==> config.mk <==
export PLATFORM = sky130hd
export DESIGN_NAME = adc_sequencer
export DESIGN_NICKNAME = d
export VERILOG_FILES = /design/src/hdl/adc_seq_pkg.sv /design/src/hdl/adc_sequencer.sv /design/src/hdl/ahb_reg_port.sv /design/src/hdl/result_bank.sv
export SDC_FILE = /design/constraint.sdc
export NUM_CORES = 1
export LEC_CHECK = 0
export ABC_AREA = 1
export BUFFER_PORTS_ARGS = -buffer_cell sky130_fd_sc_hd__buf_2
export CORE_MARGIN = 10
export CORE_UTILIZATION = 54
export DETAILED_ROUTE_END_ITERATION = 10
export GPL_TIMING_DRIVEN = 0
export HOLD_SLACK_MARGIN = 0.02
export MAX_ROUTING_LAYER = met4
export PLACE_DENSITY = 0.78
export SETUP_SLACK_MARGIN = 0.5
export SYNTH_ARGS = -nofsm -noshare
export SYNTH_HDL_FRONTEND = slang
export SYNTH_HIERARCHICAL = 1
export SYNTH_SLANG_ARGS = --single-unit
==> constraint.sdc <==
create_clock -name hclk -period 2.64 [get_ports hclk]
set_input_delay 0.264 -clock hclk [delete_from_list [all_inputs] [get_ports hclk]]
set_output_delay 0.264 -clock hclk [all_outputs]
set_load 0.05 [all_outputs]
==> src/hdl/adc_seq_pkg.sv <==
package adc_seq_pkg;

	// ======================================================================
	// Register map (byte addresses on the bus)
	localparam logic [7:0] CSR_OFS = 8'h00;
	localparam logic [7:0] CTRL_OFS = 8'h04;
	localparam logic [7:0] RES_BASE = 8'h08;
	localparam logic [7:0] RES_LAST = 8'h24;

	// ======================================================================
	// Field codes and fixed values
	localparam logic [1:0] BUF_OFF = 2'h0;
	localparam logic [1:0] BUF_AB = 2'h1;
	localparam logic [1:0] BUF_PAIR = 2'h2;
	localparam logic [1:0] BUF_CHAIN = 2'h3;
	localparam logic [2:0] REG_A = 3'h0;
	localparam logic [2:0] REG_B = 3'h1;
	localparam logic [2:0] REG_D = 3'h3;
	localparam logic [2:0] IN_2 = 3'h2;
	localparam logic [2:0] IN_4 = 3'h4;
	localparam logic [2:0] HSIZE_BYTE = 3'h0;
	localparam logic [2:0] BUF_COUNT_MAX = 3'h4;
	localparam int RES_W = 10;

	// ======================================================================
	// Register layouts
	typedef struct packed {
		logic done_flag;
		logic done_irq_enable;
		logic conversion_go;
		logic timer_trigger_select;
		logic scan_mode;
		logic pair_sampling_enable;
		logic [1:0] buffer_select;
	} csr_t;

	typedef struct packed {
		logic dma_clear_enable;
		logic group_mode_select;
		logic [2:0] channel_select;
	} ctrl_t;

	localparam csr_t CSR_RESET = '0;
	localparam ctrl_t CTRL_RESET = '0;

	// ======================================================================
	// Internal carriers
	typedef enum logic [1:0] {ST_IDLE, ST_ISSUE, ST_WAIT, ST_PAUSE} seq_state_t;

	typedef struct packed {
		logic valid;
		logic write;
		logic byte_rd;
		logic [7:0] addr;
	} bus_req_t;

	typedef struct packed {
		logic valid;
		logic [1:0] kind;
		logic [2:0] dest;
		logic [RES_W-1:0] data;
	} store_t;

	typedef struct packed {
		logic [3:0] len;
		logic [1:0] prefix;
		logic [2:0] first;
		logic buf_only;
		logic [2:0] target;
		logic [2:0] last_reg;
	} plan_t;

endpackage : adc_seq_pkg

==> src/hdl/adc_sequencer.sv <==
// Summary of operation
// RULE1 - Scan keeps go set until software clears.
// RULE2 - Group scan sets flag after first pass.
// RULE3 - Flag with irq enable pauses scan.
// RULE4 - Flag clears by zero write after read.
// RULE5 - Buffered result shifts chain same step.
// RULE6 - Buffer select picks chain topology.
// RULE7 - Pair plus buffer needs group, 10, top zero.
// RULE8 - Buffer-only group: channel bits set count.
// RULE9 - Buffer-only flag after one to four conversions.
// RULE10 - Buffered single stops; buffered scan continues.
// RULE11 - Select single buffered: standby each pass.
// RULE12 - Combined mode appends inputs two to seven.
// RULE13 - Chain 11 code 110 fills A, E-G.
// RULE14 - DMA read of last register clears flag.
// RULE15 - Writing buffer select 00 idle resets count.
// RULE16 - Change buffering via 00 while idle.
// RULE17 - Pair sampling only in group mode.
// RULE18 - Upper channel bits choose pair sequence.
// RULE19 - Dedicated bit enables pair sampling, reset zero.
// RULE20 - Halfword read full, byte read top bits.
// RULE21 - Unavailable combinations left undefined.
//
// Chosen here: the register offsets and the AHB-Lite slave port.
`timescale 1ns/100ps
module adc_sequencer (
	input wire logic hclk,
	input wire logic hresetn,
	input wire logic hsel,
	input wire logic [31:0] haddr,
	input wire logic [1:0] htrans,
	input wire logic hwrite,
	input wire logic [2:0] hsize,
	input wire logic hready,
	input wire logic [31:0] hwdata,
	output logic [31:0] hrdata,
	output logic hreadyout,
	output logic hresp,
	input wire logic timer_trig,
	input wire logic conv_done,
	input wire logic [9:0] conv_data,
	output logic conv_req,
	output logic [2:0] conv_channel,
	output logic conv_pair,
	output logic conversion_end_irq
);
	typedef struct packed {
		adc_seq_pkg::csr_t csr;
		adc_seq_pkg::ctrl_t ctrl;
		logic armed;
		adc_seq_pkg::seq_state_t state;
		logic [3:0] step;
		logic [2:0] buf_count;
		logic conv_req;
		logic [2:0] conv_channel;
		logic conv_pair;
		logic irq;
		logic [31:0] hrdata;
		adc_seq_pkg::store_t store;
	} seq_reg_t;

	seq_reg_t st_reg;
	seq_reg_t st_next;
	adc_seq_pkg::bus_req_t rd;
	adc_seq_pkg::bus_req_t wr;
	adc_seq_pkg::plan_t plan;
	adc_seq_pkg::csr_t wcsr;
	logic [7:0] res_ofs;
	logic [2:0] res_idx;
	logic [31:0] bank_rdata;
	logic [2:0] chan;
	logic in_prefix;
	logic last_step;
	logic pair_now;
	logic conv_hit;
	logic pass_end;
	logic flag_ev;
	logic wr_csr;
	logic wr_ctrl;
	logic rd_csr;
	logic rd_res;
	logic dma_hit;
	logic flag_clear;
	logic halted;

	// ======================================================================
	// Conversion plan: buffered prefix (input 0, or 0 and 1) followed by an
	// appended run of inputs that each store to the register of their number.
	function automatic adc_seq_pkg::plan_t make_plan(adc_seq_pkg::csr_t c,
		adc_seq_pkg::ctrl_t k);
		adc_seq_pkg::plan_t p;
		logic combined;
		logic [2:0] last;
		p = '0;
		last = k.channel_select;
		// RULE12 combined appended inputs.
		combined = k.group_mode_select && (k.channel_select[2] ||
			(c.buffer_select == adc_seq_pkg::BUF_AB && k.channel_select[1]));
		// RULE8 buffer-only selection.
		p.buf_only = (c.buffer_select != adc_seq_pkg::BUF_OFF) && !combined;
		case (c.buffer_select)
			adc_seq_pkg::BUF_OFF: p.prefix = 2'h0;
			adc_seq_pkg::BUF_PAIR: p.prefix = 2'h2;
			default: p.prefix = 2'h1;
		endcase
		if (c.buffer_select == adc_seq_pkg::BUF_OFF) begin
			p.first = k.group_mode_select ? 3'h0 : k.channel_select;
			// RULE18 pair sequence length.
			if (k.group_mode_select && c.pair_sampling_enable) begin
				last = {k.channel_select[2:1], 1'b1};
			end
		end else if (c.buffer_select == adc_seq_pkg::BUF_AB) begin
			p.first = adc_seq_pkg::IN_2;
			last = k.channel_select[2] ? adc_seq_pkg::IN_4 + {1'b0, k.channel_select[1:0]}
				: adc_seq_pkg::IN_2 + {2'b00, k.channel_select[0]};
		end else begin
			// RULE13 appended from input four.
			p.first = adc_seq_pkg::IN_4;
			last = adc_seq_pkg::IN_4 + {1'b0, k.channel_select[1:0]};
		end
		if (p.buf_only) begin
			p.len = {2'b00, p.prefix};
		end else begin
			p.len = {2'b00, p.prefix} + {1'b0, last} - {1'b0, p.first} + 4'h1;
		end
		// RULE9 buffer-only pass counts.
		if (c.buffer_select == adc_seq_pkg::BUF_PAIR) begin
			p.target = k.channel_select[1] ? 3'h2 : 3'h1;
			p.last_reg = k.channel_select[1] ? adc_seq_pkg::REG_D : adc_seq_pkg::REG_B;
		end else begin
			p.target = {1'b0, k.channel_select[1:0]} + 3'h1;
			p.last_reg = {1'b0, k.channel_select[1:0]};
		end
		if (!p.buf_only) begin
			p.last_reg = last;
		end
		return p;
	endfunction : make_plan

	// ======================================================================
	// Bus front and result storage
	ahb_reg_port u_port (
		.hclk(hclk),
		.hresetn(hresetn),
		.hsel(hsel),
		.haddr(haddr),
		.htrans(htrans),
		.hwrite(hwrite),
		.hsize(hsize),
		.hready(hready),
		.rd(rd),
		.wr(wr),
		.hreadyout(hreadyout),
		.hresp(hresp)
	);

	result_bank u_bank (
		.hclk(hclk),
		.hresetn(hresetn),
		.store(st_reg.store),
		.rd_idx(res_idx),
		.rd_byte(rd.byte_rd),
		.rd_data(bank_rdata)
	);

	// ======================================================================
	// Step decode
	assign plan = make_plan(st_reg.csr, st_reg.ctrl);
	assign in_prefix = st_reg.step < {2'b00, plan.prefix};
	assign chan = in_prefix ? st_reg.step[2:0]
		: plan.first + (st_reg.step[2:0] - {1'b0, plan.prefix});
	assign last_step = (st_reg.step + 4'h1) == plan.len;
	// RULE17 pairs only in group mode.
	assign pair_now = st_reg.csr.pair_sampling_enable && st_reg.ctrl.group_mode_select &&
		!chan[0] && (st_reg.csr.buffer_select == adc_seq_pkg::BUF_OFF ||
		st_reg.csr.buffer_select == adc_seq_pkg::BUF_PAIR);
	assign conv_hit = (st_reg.state == adc_seq_pkg::ST_WAIT) && conv_done;
	assign pass_end = conv_hit && last_step;
	// RULE2 flag at pass end.
	assign flag_ev = pass_end &&
		(!plan.buf_only || (st_reg.buf_count + 3'h1) == plan.target);
	assign halted = (st_reg.state == adc_seq_pkg::ST_IDLE) ||
		(st_reg.state == adc_seq_pkg::ST_PAUSE);

	// ======================================================================
	// Register access decode
	assign wcsr = adc_seq_pkg::csr_t'(hwdata[7:0]);
	assign wr_csr = wr.valid && wr.addr == adc_seq_pkg::CSR_OFS;
	assign wr_ctrl = wr.valid && wr.addr == adc_seq_pkg::CTRL_OFS;
	assign rd_csr = rd.valid && rd.addr == adc_seq_pkg::CSR_OFS;
	assign res_ofs = rd.addr - adc_seq_pkg::RES_BASE;
	assign res_idx = res_ofs[4:2];
	assign rd_res = rd.valid && rd.addr >= adc_seq_pkg::RES_BASE &&
		rd.addr <= adc_seq_pkg::RES_LAST && rd.addr[1:0] == 2'b00;
	// RULE14 DMA read clears flag.
	assign dma_hit = st_reg.ctrl.dma_clear_enable && rd_res && res_idx == plan.last_reg;
	// RULE4 zero write after read.
	assign flag_clear = (wr_csr && !wcsr.done_flag && st_reg.armed) || dma_hit;

	// ======================================================================
	// Next state
	always_comb begin
		st_next = st_reg;
		st_next.conv_req = 1'b0;
		st_next.store.valid = 1'b0;
		if (wr_csr) begin
			st_next.csr.done_irq_enable = wcsr.done_irq_enable;
			st_next.csr.conversion_go = wcsr.conversion_go;
			st_next.csr.timer_trigger_select = wcsr.timer_trigger_select;
			st_next.csr.scan_mode = wcsr.scan_mode;
			// RULE19 pair sampling bit.
			st_next.csr.pair_sampling_enable = wcsr.pair_sampling_enable;
			st_next.csr.buffer_select = wcsr.buffer_select;
			// RULE15 count reset on 00.
			if (wcsr.buffer_select == adc_seq_pkg::BUF_OFF && halted) begin
				st_next.buf_count = 3'h0;
			end
		end
		if (wr_ctrl) begin
			st_next.ctrl = adc_seq_pkg::ctrl_t'(hwdata[4:0]);
		end
		// RULE11 timer restart from standby.
		if (st_reg.csr.timer_trigger_select && timer_trig &&
			st_reg.state == adc_seq_pkg::ST_IDLE) begin
			st_next.csr.conversion_go = 1'b1;
		end
		if (rd_csr && st_reg.csr.done_flag) begin
			st_next.armed = 1'b1;
		end
		if (flag_clear) begin
			st_next.csr.done_flag = 1'b0;
			st_next.armed = 1'b0;
		end
		case (st_reg.state)
			adc_seq_pkg::ST_IDLE: begin
				if (st_reg.csr.conversion_go) begin
					st_next.step = 4'h0;
					st_next.state = adc_seq_pkg::ST_ISSUE;
				end
			end
			adc_seq_pkg::ST_ISSUE: begin
				st_next.conv_req = 1'b1;
				st_next.conv_channel = chan;
				st_next.conv_pair = pair_now;
				st_next.state = adc_seq_pkg::ST_WAIT;
			end
			adc_seq_pkg::ST_WAIT: begin
				if (conv_done) begin
					st_next.store.valid = 1'b1;
					st_next.store.kind = in_prefix ? st_reg.csr.buffer_select
						: adc_seq_pkg::BUF_OFF;
					st_next.store.dest = chan;
					st_next.store.data = conv_data;
					st_next.state = adc_seq_pkg::ST_ISSUE;
					st_next.step = st_reg.step + 4'h1;
					if (last_step) begin
						st_next.step = 4'h0;
						if (plan.buf_only) begin
							st_next.buf_count = flag_ev ? 3'h0 : st_reg.buf_count + 3'h1;
						end
						// RULE10 single stops after flag, or after each pass outside group mode.
						if (!st_reg.csr.scan_mode &&
							(flag_ev || !st_reg.ctrl.group_mode_select)) begin
							st_next.csr.conversion_go = 1'b0;
							st_next.state = adc_seq_pkg::ST_IDLE;
						// RULE3 pause on flag.
						end else if (st_reg.csr.scan_mode && st_reg.csr.done_irq_enable &&
							(flag_ev || st_reg.csr.done_flag)) begin
							st_next.state = adc_seq_pkg::ST_PAUSE;
						end
					end
				end
			end
			adc_seq_pkg::ST_PAUSE: begin
				// RULE3 resume when flag clears.
				if (!st_reg.csr.done_flag) begin
					st_next.state = adc_seq_pkg::ST_ISSUE;
				end
			end
			default: begin
				st_next.state = adc_seq_pkg::ST_IDLE;
			end
		endcase
		// RULE1 scan go only cleared by software.
		if (!st_reg.csr.conversion_go) begin
			st_next.state = adc_seq_pkg::ST_IDLE;
		end
		if (flag_ev) begin
			st_next.csr.done_flag = 1'b1;
		end
		st_next.irq = st_next.csr.done_flag && st_next.csr.done_irq_enable;
		// RULE20 result read view.
		st_next.hrdata = 32'h0000_0000;
		if (rd_csr) begin
			st_next.hrdata = {24'h00_0000, st_reg.csr};
		end else if (rd.valid && rd.addr == adc_seq_pkg::CTRL_OFS) begin
			st_next.hrdata = {27'h000_0000, st_reg.ctrl};
		end else if (rd_res) begin
			st_next.hrdata = bank_rdata;
		end
	end

	always_ff @(posedge hclk or negedge hresetn) begin
		if (!hresetn) begin
			st_reg <= '{csr: adc_seq_pkg::CSR_RESET, ctrl: adc_seq_pkg::CTRL_RESET,
				state: adc_seq_pkg::ST_IDLE, default: '0};
		end else begin
			st_reg <= st_next;
		end
	end

	assign hrdata = st_reg.hrdata;
	assign conv_req = st_reg.conv_req;
	assign conv_channel = st_reg.conv_channel;
	assign conv_pair = st_reg.conv_pair;
	assign conversion_end_irq = st_reg.irq;
endmodule : adc_sequencer

==> src/hdl/ahb_reg_port.sv <==
`timescale 1ns/100ps
module ahb_reg_port (
	input wire logic hclk,
	input wire logic hresetn,
	input wire logic hsel,
	input wire logic [31:0] haddr,
	input wire logic [1:0] htrans,
	input wire logic hwrite,
	input wire logic [2:0] hsize,
	input wire logic hready,
	output adc_seq_pkg::bus_req_t rd,
	output adc_seq_pkg::bus_req_t wr,
	output logic hreadyout,
	output logic hresp
);
	typedef struct packed {
		adc_seq_pkg::bus_req_t wr;
		logic ready;
	} port_state_t;

	port_state_t st;
	port_state_t nx;
	adc_seq_pkg::bus_req_t req;

	// ======================================================================
	// Address phase decode; reads answer in the data phase from a flop.
	always_comb begin
		req.valid = hsel && htrans[1] && hready;
		req.write = hwrite;
		req.byte_rd = (hsize == adc_seq_pkg::HSIZE_BYTE);
		req.addr = haddr[7:0];
		nx = st;
		nx.ready = 1'b1;
		nx.wr = req;
		nx.wr.valid = req.valid && hwrite;
	end

	always_ff @(posedge hclk or negedge hresetn) begin
		if (!hresetn) begin
			st <= '0;
		end else begin
			st <= nx;
		end
	end

	assign rd = '{valid: req.valid && !hwrite, write: 1'b0, byte_rd: req.byte_rd,
		addr: req.addr};
	assign wr = st.wr;
	assign hreadyout = st.ready;
	assign hresp = 1'b0;

endmodule : ahb_reg_port

==> src/hdl/result_bank.sv <==
`timescale 1ns/100ps
module result_bank (
	input wire logic hclk,
	input wire logic hresetn,
	input adc_seq_pkg::store_t store,
	input wire logic [2:0] rd_idx,
	input wire logic rd_byte,
	output logic [31:0] rd_data
);
	typedef struct packed {
		logic [7:0][adc_seq_pkg::RES_W-1:0] res;
	} bank_state_t;

	bank_state_t st;
	bank_state_t nx;

	// Word or halfword reads give the left-justified result, byte reads its top eight bits.
	function automatic logic [31:0] read_view(logic [adc_seq_pkg::RES_W-1:0] r, logic b);
		if (b) begin
			return {4{r[9:2]}};
		end
		return {16'h0000, r, 6'h00};
	endfunction : read_view

	// ======================================================================
	// A buffered result lands at the head; older contents move down in the same step.
	always_comb begin
		nx = st;
		if (store.valid) begin
			case (store.kind)
				// RULE6 two-stage chain.
				adc_seq_pkg::BUF_AB: begin
					nx.res[1] = st.res[0];
					nx.res[0] = store.data;
				end
				adc_seq_pkg::BUF_PAIR: begin
					nx.res[store.dest + 3'h2] = st.res[store.dest];
					nx.res[store.dest] = store.data;
				end
				// RULE5 four-stage shift.
				adc_seq_pkg::BUF_CHAIN: begin
					nx.res[3:1] = st.res[2:0];
					nx.res[0] = store.data;
				end
				default: begin
					nx.res[store.dest] = store.data;
				end
			endcase
		end
	end

	always_ff @(posedge hclk or negedge hresetn) begin
		if (!hresetn) begin
			st <= '0;
		end else begin
			st <= nx;
		end
	end

	assign rd_data = read_view(st.res[rd_idx], rd_byte);
endmodule : result_bank

==> impl_metrics.ini <==
[floorplan]
start_util_pct = 54.8
fp-row-count = 51
dieArea_mm2 = 0.0257
coreArea_mm2 = 0.0194
io_pins = 126
die-width_um = 160
floorplan.die.height_um = 160

[pwr]
part_of_the_power_in_registers_pct = 37.7
total_power_uw = 11200
clock_power_share_pct = 22.4
switchingPower_uw = 5520
combinational_cell_fraction_of_total_power_pct = 39.9
share_of_total_power_consumed_by_net_switching_pct = 49.3
cellPowerDensity_mw_per_mm2 = 905
leakage_uw = 0.00613
peakVddDrop_mv = 0.693
cellInternalPower_uw = 5690

[synth]
post_synthesis_cell_area_mm2 = 0.0106
netlist_instances = 1574
synth_area_per_cell_um2 = 6.75
synth_fp_nets = 1677
ys_warnings = 6

[placed_design]
place_ws_ns = -0.194
cell_area_after_placement_mm2 = 0.0114
place_congestion = 1.05
hpwl_mm = 27.2
port-buffer-count = 75

[clock_tree]
cts_buffers = 17
cts_htree_levels = 4
root_buffer = sky130_fd_sc_hd__clkbuf_16
clock_latency_ns = 0.44
cts_tree = done
path_clk_slew_ns = 0.08
cts.sinks = 167
clk_path_buf_depth = 2

[layout]
finalNetCount = 1793
fillers = 1839
ratio_of_cells_with_drive_above_1_in_the_final_layout_pct = 15.4
areaGrowthSynthToFinish_pct = 16.7
number_of_flip_flops_under_the_largest_register_name = 80
leading_cell_types_in_the_layout_fill_and_taps_excluded = sky130_fd_sc_hd__nand2_1 (499), sky130_fd_sc_hd__nor2_1 (174), sky130_fd_sc_hd__dfrtp_1 (165), sky130_fd_sc_hd__inv_1 (143), sky130_fd_sc_hd__nand3_1 (108)
post-route-cell-area_mm2 = 0.0124
multi_input_area_mm2 = 0.00531
layout.cells.most_common = sky130_fd_sc_hd__nand2_1
finalCoreUtilization_pct = 63.9
area.sequential_mm2 = 0.00418

[global_routing]
pin_count_of_the_biggest_net_entering_global_routing = 117
groute.usage.overall_pct = 28.8
first_global_vias = 10286
grt_first_pass_wirelength_mm = 57.0
grt_overflow_total = 0
grt_antenna_before_repair = 1

[timing]
relSlewSlack_pct = 36.3
slew_violations = 0
finalWorstSetupSlack_ns = -0.0170
finalCritPeriodShare_pct = 101
final.min_clock_period_ns = 2.66
rsz_0062_raised_after_global_routing = true
timing_hold_violations_final = 0
worst_slew_pin_slew_ns = 0.956
max_freq_mhz = 376
hold-worst-slack_ns = 0.0232
fin_skew_ns = 0.0163
finalSetupViolations = 1

[hold_path]
min_path_cells = 3
min-delay-path-class = input port to flip-flop

[route]
drt_first_pass_iters = 6
dr.first_iter.drc_count = 1541
drt-wirelength-per-cell_um = 19.0
detailroute.via_count = 11084
detail_route.wirelength_mm = 37.4
drc = 0
final_antenna_net_count = 0
viasPerCell = 5.63

[flow_run]
max_cap_viol_count = 0

[critical_path]
buf_inv_on_cp = 6
startpoint_type = flip-flop
cpMaxStageDelayCell = sky130_fd_sc_hd__dfrtp_1
timing_worst_setup_path_type = flip-flop to flip-flop
critical_path_arrival_ns = 3.00
worst_path_dominant_cell_family = simple AND/OR/NAND/NOR gates
crit_required_ns = 2.98
critical-path-max-stage-delay_ns = 0.38
cp_max_fo = 4
critical-path-top-cell-by-count = sky130_fd_sc_hd__nand2_1
critical_path_cell_count = 20
path_cells = buf_6 > buf_6 > o21ai_4 > inv_2 > ha_4 > inv_2 > ha_4 > nand2_1 > inv_1 > nand2_1 > nand3_1 > nand3_1 > nand2_1 > nand3_2 > nor2_4 > nand2_2 > nand2_1 > nand2_1 > o21ai_2 > inv_1
reg2regPathDepth = 20
timing.critical_path.to_type = flip-flop

[status]
outcome = complete, but fails checks
failed_checks = negative setup slack
layout make-up:
type / instances / area share (%)
Antenna cell: 1 / 0.0202
Multi-Input combinational cell: 1112 / 42.9
Clock buffer: 17 / 3.43
Tap cell: 265 / 2.68
Clock inverter: 15 / 1.28
Sequential cell: 167 / 33.7
Timing Repair Buffer: 97 / 4.93
Inverter: 164 / 5.01
Buffer: 131 / 6.06
final timing paths:
path	startpoint	end	slack [ns]
worst max-delay path	st_reg[69]	st_reg[74]	-0.02
worst min-delay path	conv_data[8]	st_reg[8]	0.02
max in group asynchronous	hresetn	st_reg[65]	1.36
worst min register to register	st_reg[10]	st_reg[10]	0.48
min in group asynchronous	hresetn	u_bank/st[37]	0.32
worst max register to register	st_reg[69]	st_reg[74]	-0.02
worst reg2reg max path, stage by stage (launching register included):
cell                      delay (ns)
sky130_fd_sc_hd__dfrtp_1        0.38
sky130_fd_sc_hd__buf_6          0.14
sky130_fd_sc_hd__buf_6          0.13
sky130_fd_sc_hd__o21ai_4        0.16
sky130_fd_sc_hd__inv_2          0.06
sky130_fd_sc_hd__ha_4           0.28
sky130_fd_sc_hd__inv_2          0.04
sky130_fd_sc_hd__ha_4           0.24
sky130_fd_sc_hd__nand2_1        0.04
sky130_fd_sc_hd__inv_1          0.04
sky130_fd_sc_hd__nand2_1        0.06
sky130_fd_sc_hd__nand3_1        0.10
sky130_fd_sc_hd__nand3_1        0.09
sky130_fd_sc_hd__nand2_1        0.08
sky130_fd_sc_hd__nand3_2        0.08
sky130_fd_sc_hd__nor2_4         0.20
sky130_fd_sc_hd__nand2_2        0.12
sky130_fd_sc_hd__nand2_1        0.08
sky130_fd_sc_hd__nand2_1        0.05
sky130_fd_sc_hd__o21ai_2        0.13
sky130_fd_sc_hd__inv_1          0.05
per-stage QoR:
stage                     TNS [ns]  instances
after detailed placement     -2.29       1915
after CTS                        0       1963
after global routing         -1.26       1969
after global placement     -209.37       1914
after floorplan                  0       1574
final                      -0.0170       1969
power groups by stage:
stage | Clock (µW) | Sequential, µW | Combinational (µW)
6_report | 2510 | 4230 | 4480
5_1_grt | 2620 | 4190 | 4920
4_1_cts | 2520 | 4110 | 4330
3_5_place_dp | 0 | 4140 | 4250
3_3_place_gp | 0 | 4150 | 4150
2_1_floorplan | 0 | 3570 | 3130
per-layer routing:
metal	global-route usage (%)	share of wire, %
met3	4.81	9.5
met4	14.2	5.8
met2	44.2	45
met5	-	0
met1	36.3	40
repair_timing:
item | in CTS | in global routing
resized for setup | 34 | 21
buffers inserted | 6 | 5
pin swaps | 19 | 5
hold buffers | 10 | 0
endpoints found under the hold margin | 60 | 0
setup endpoints to repair | 34 | 38
No activity file was read; power rests on OpenSTA's default activity.
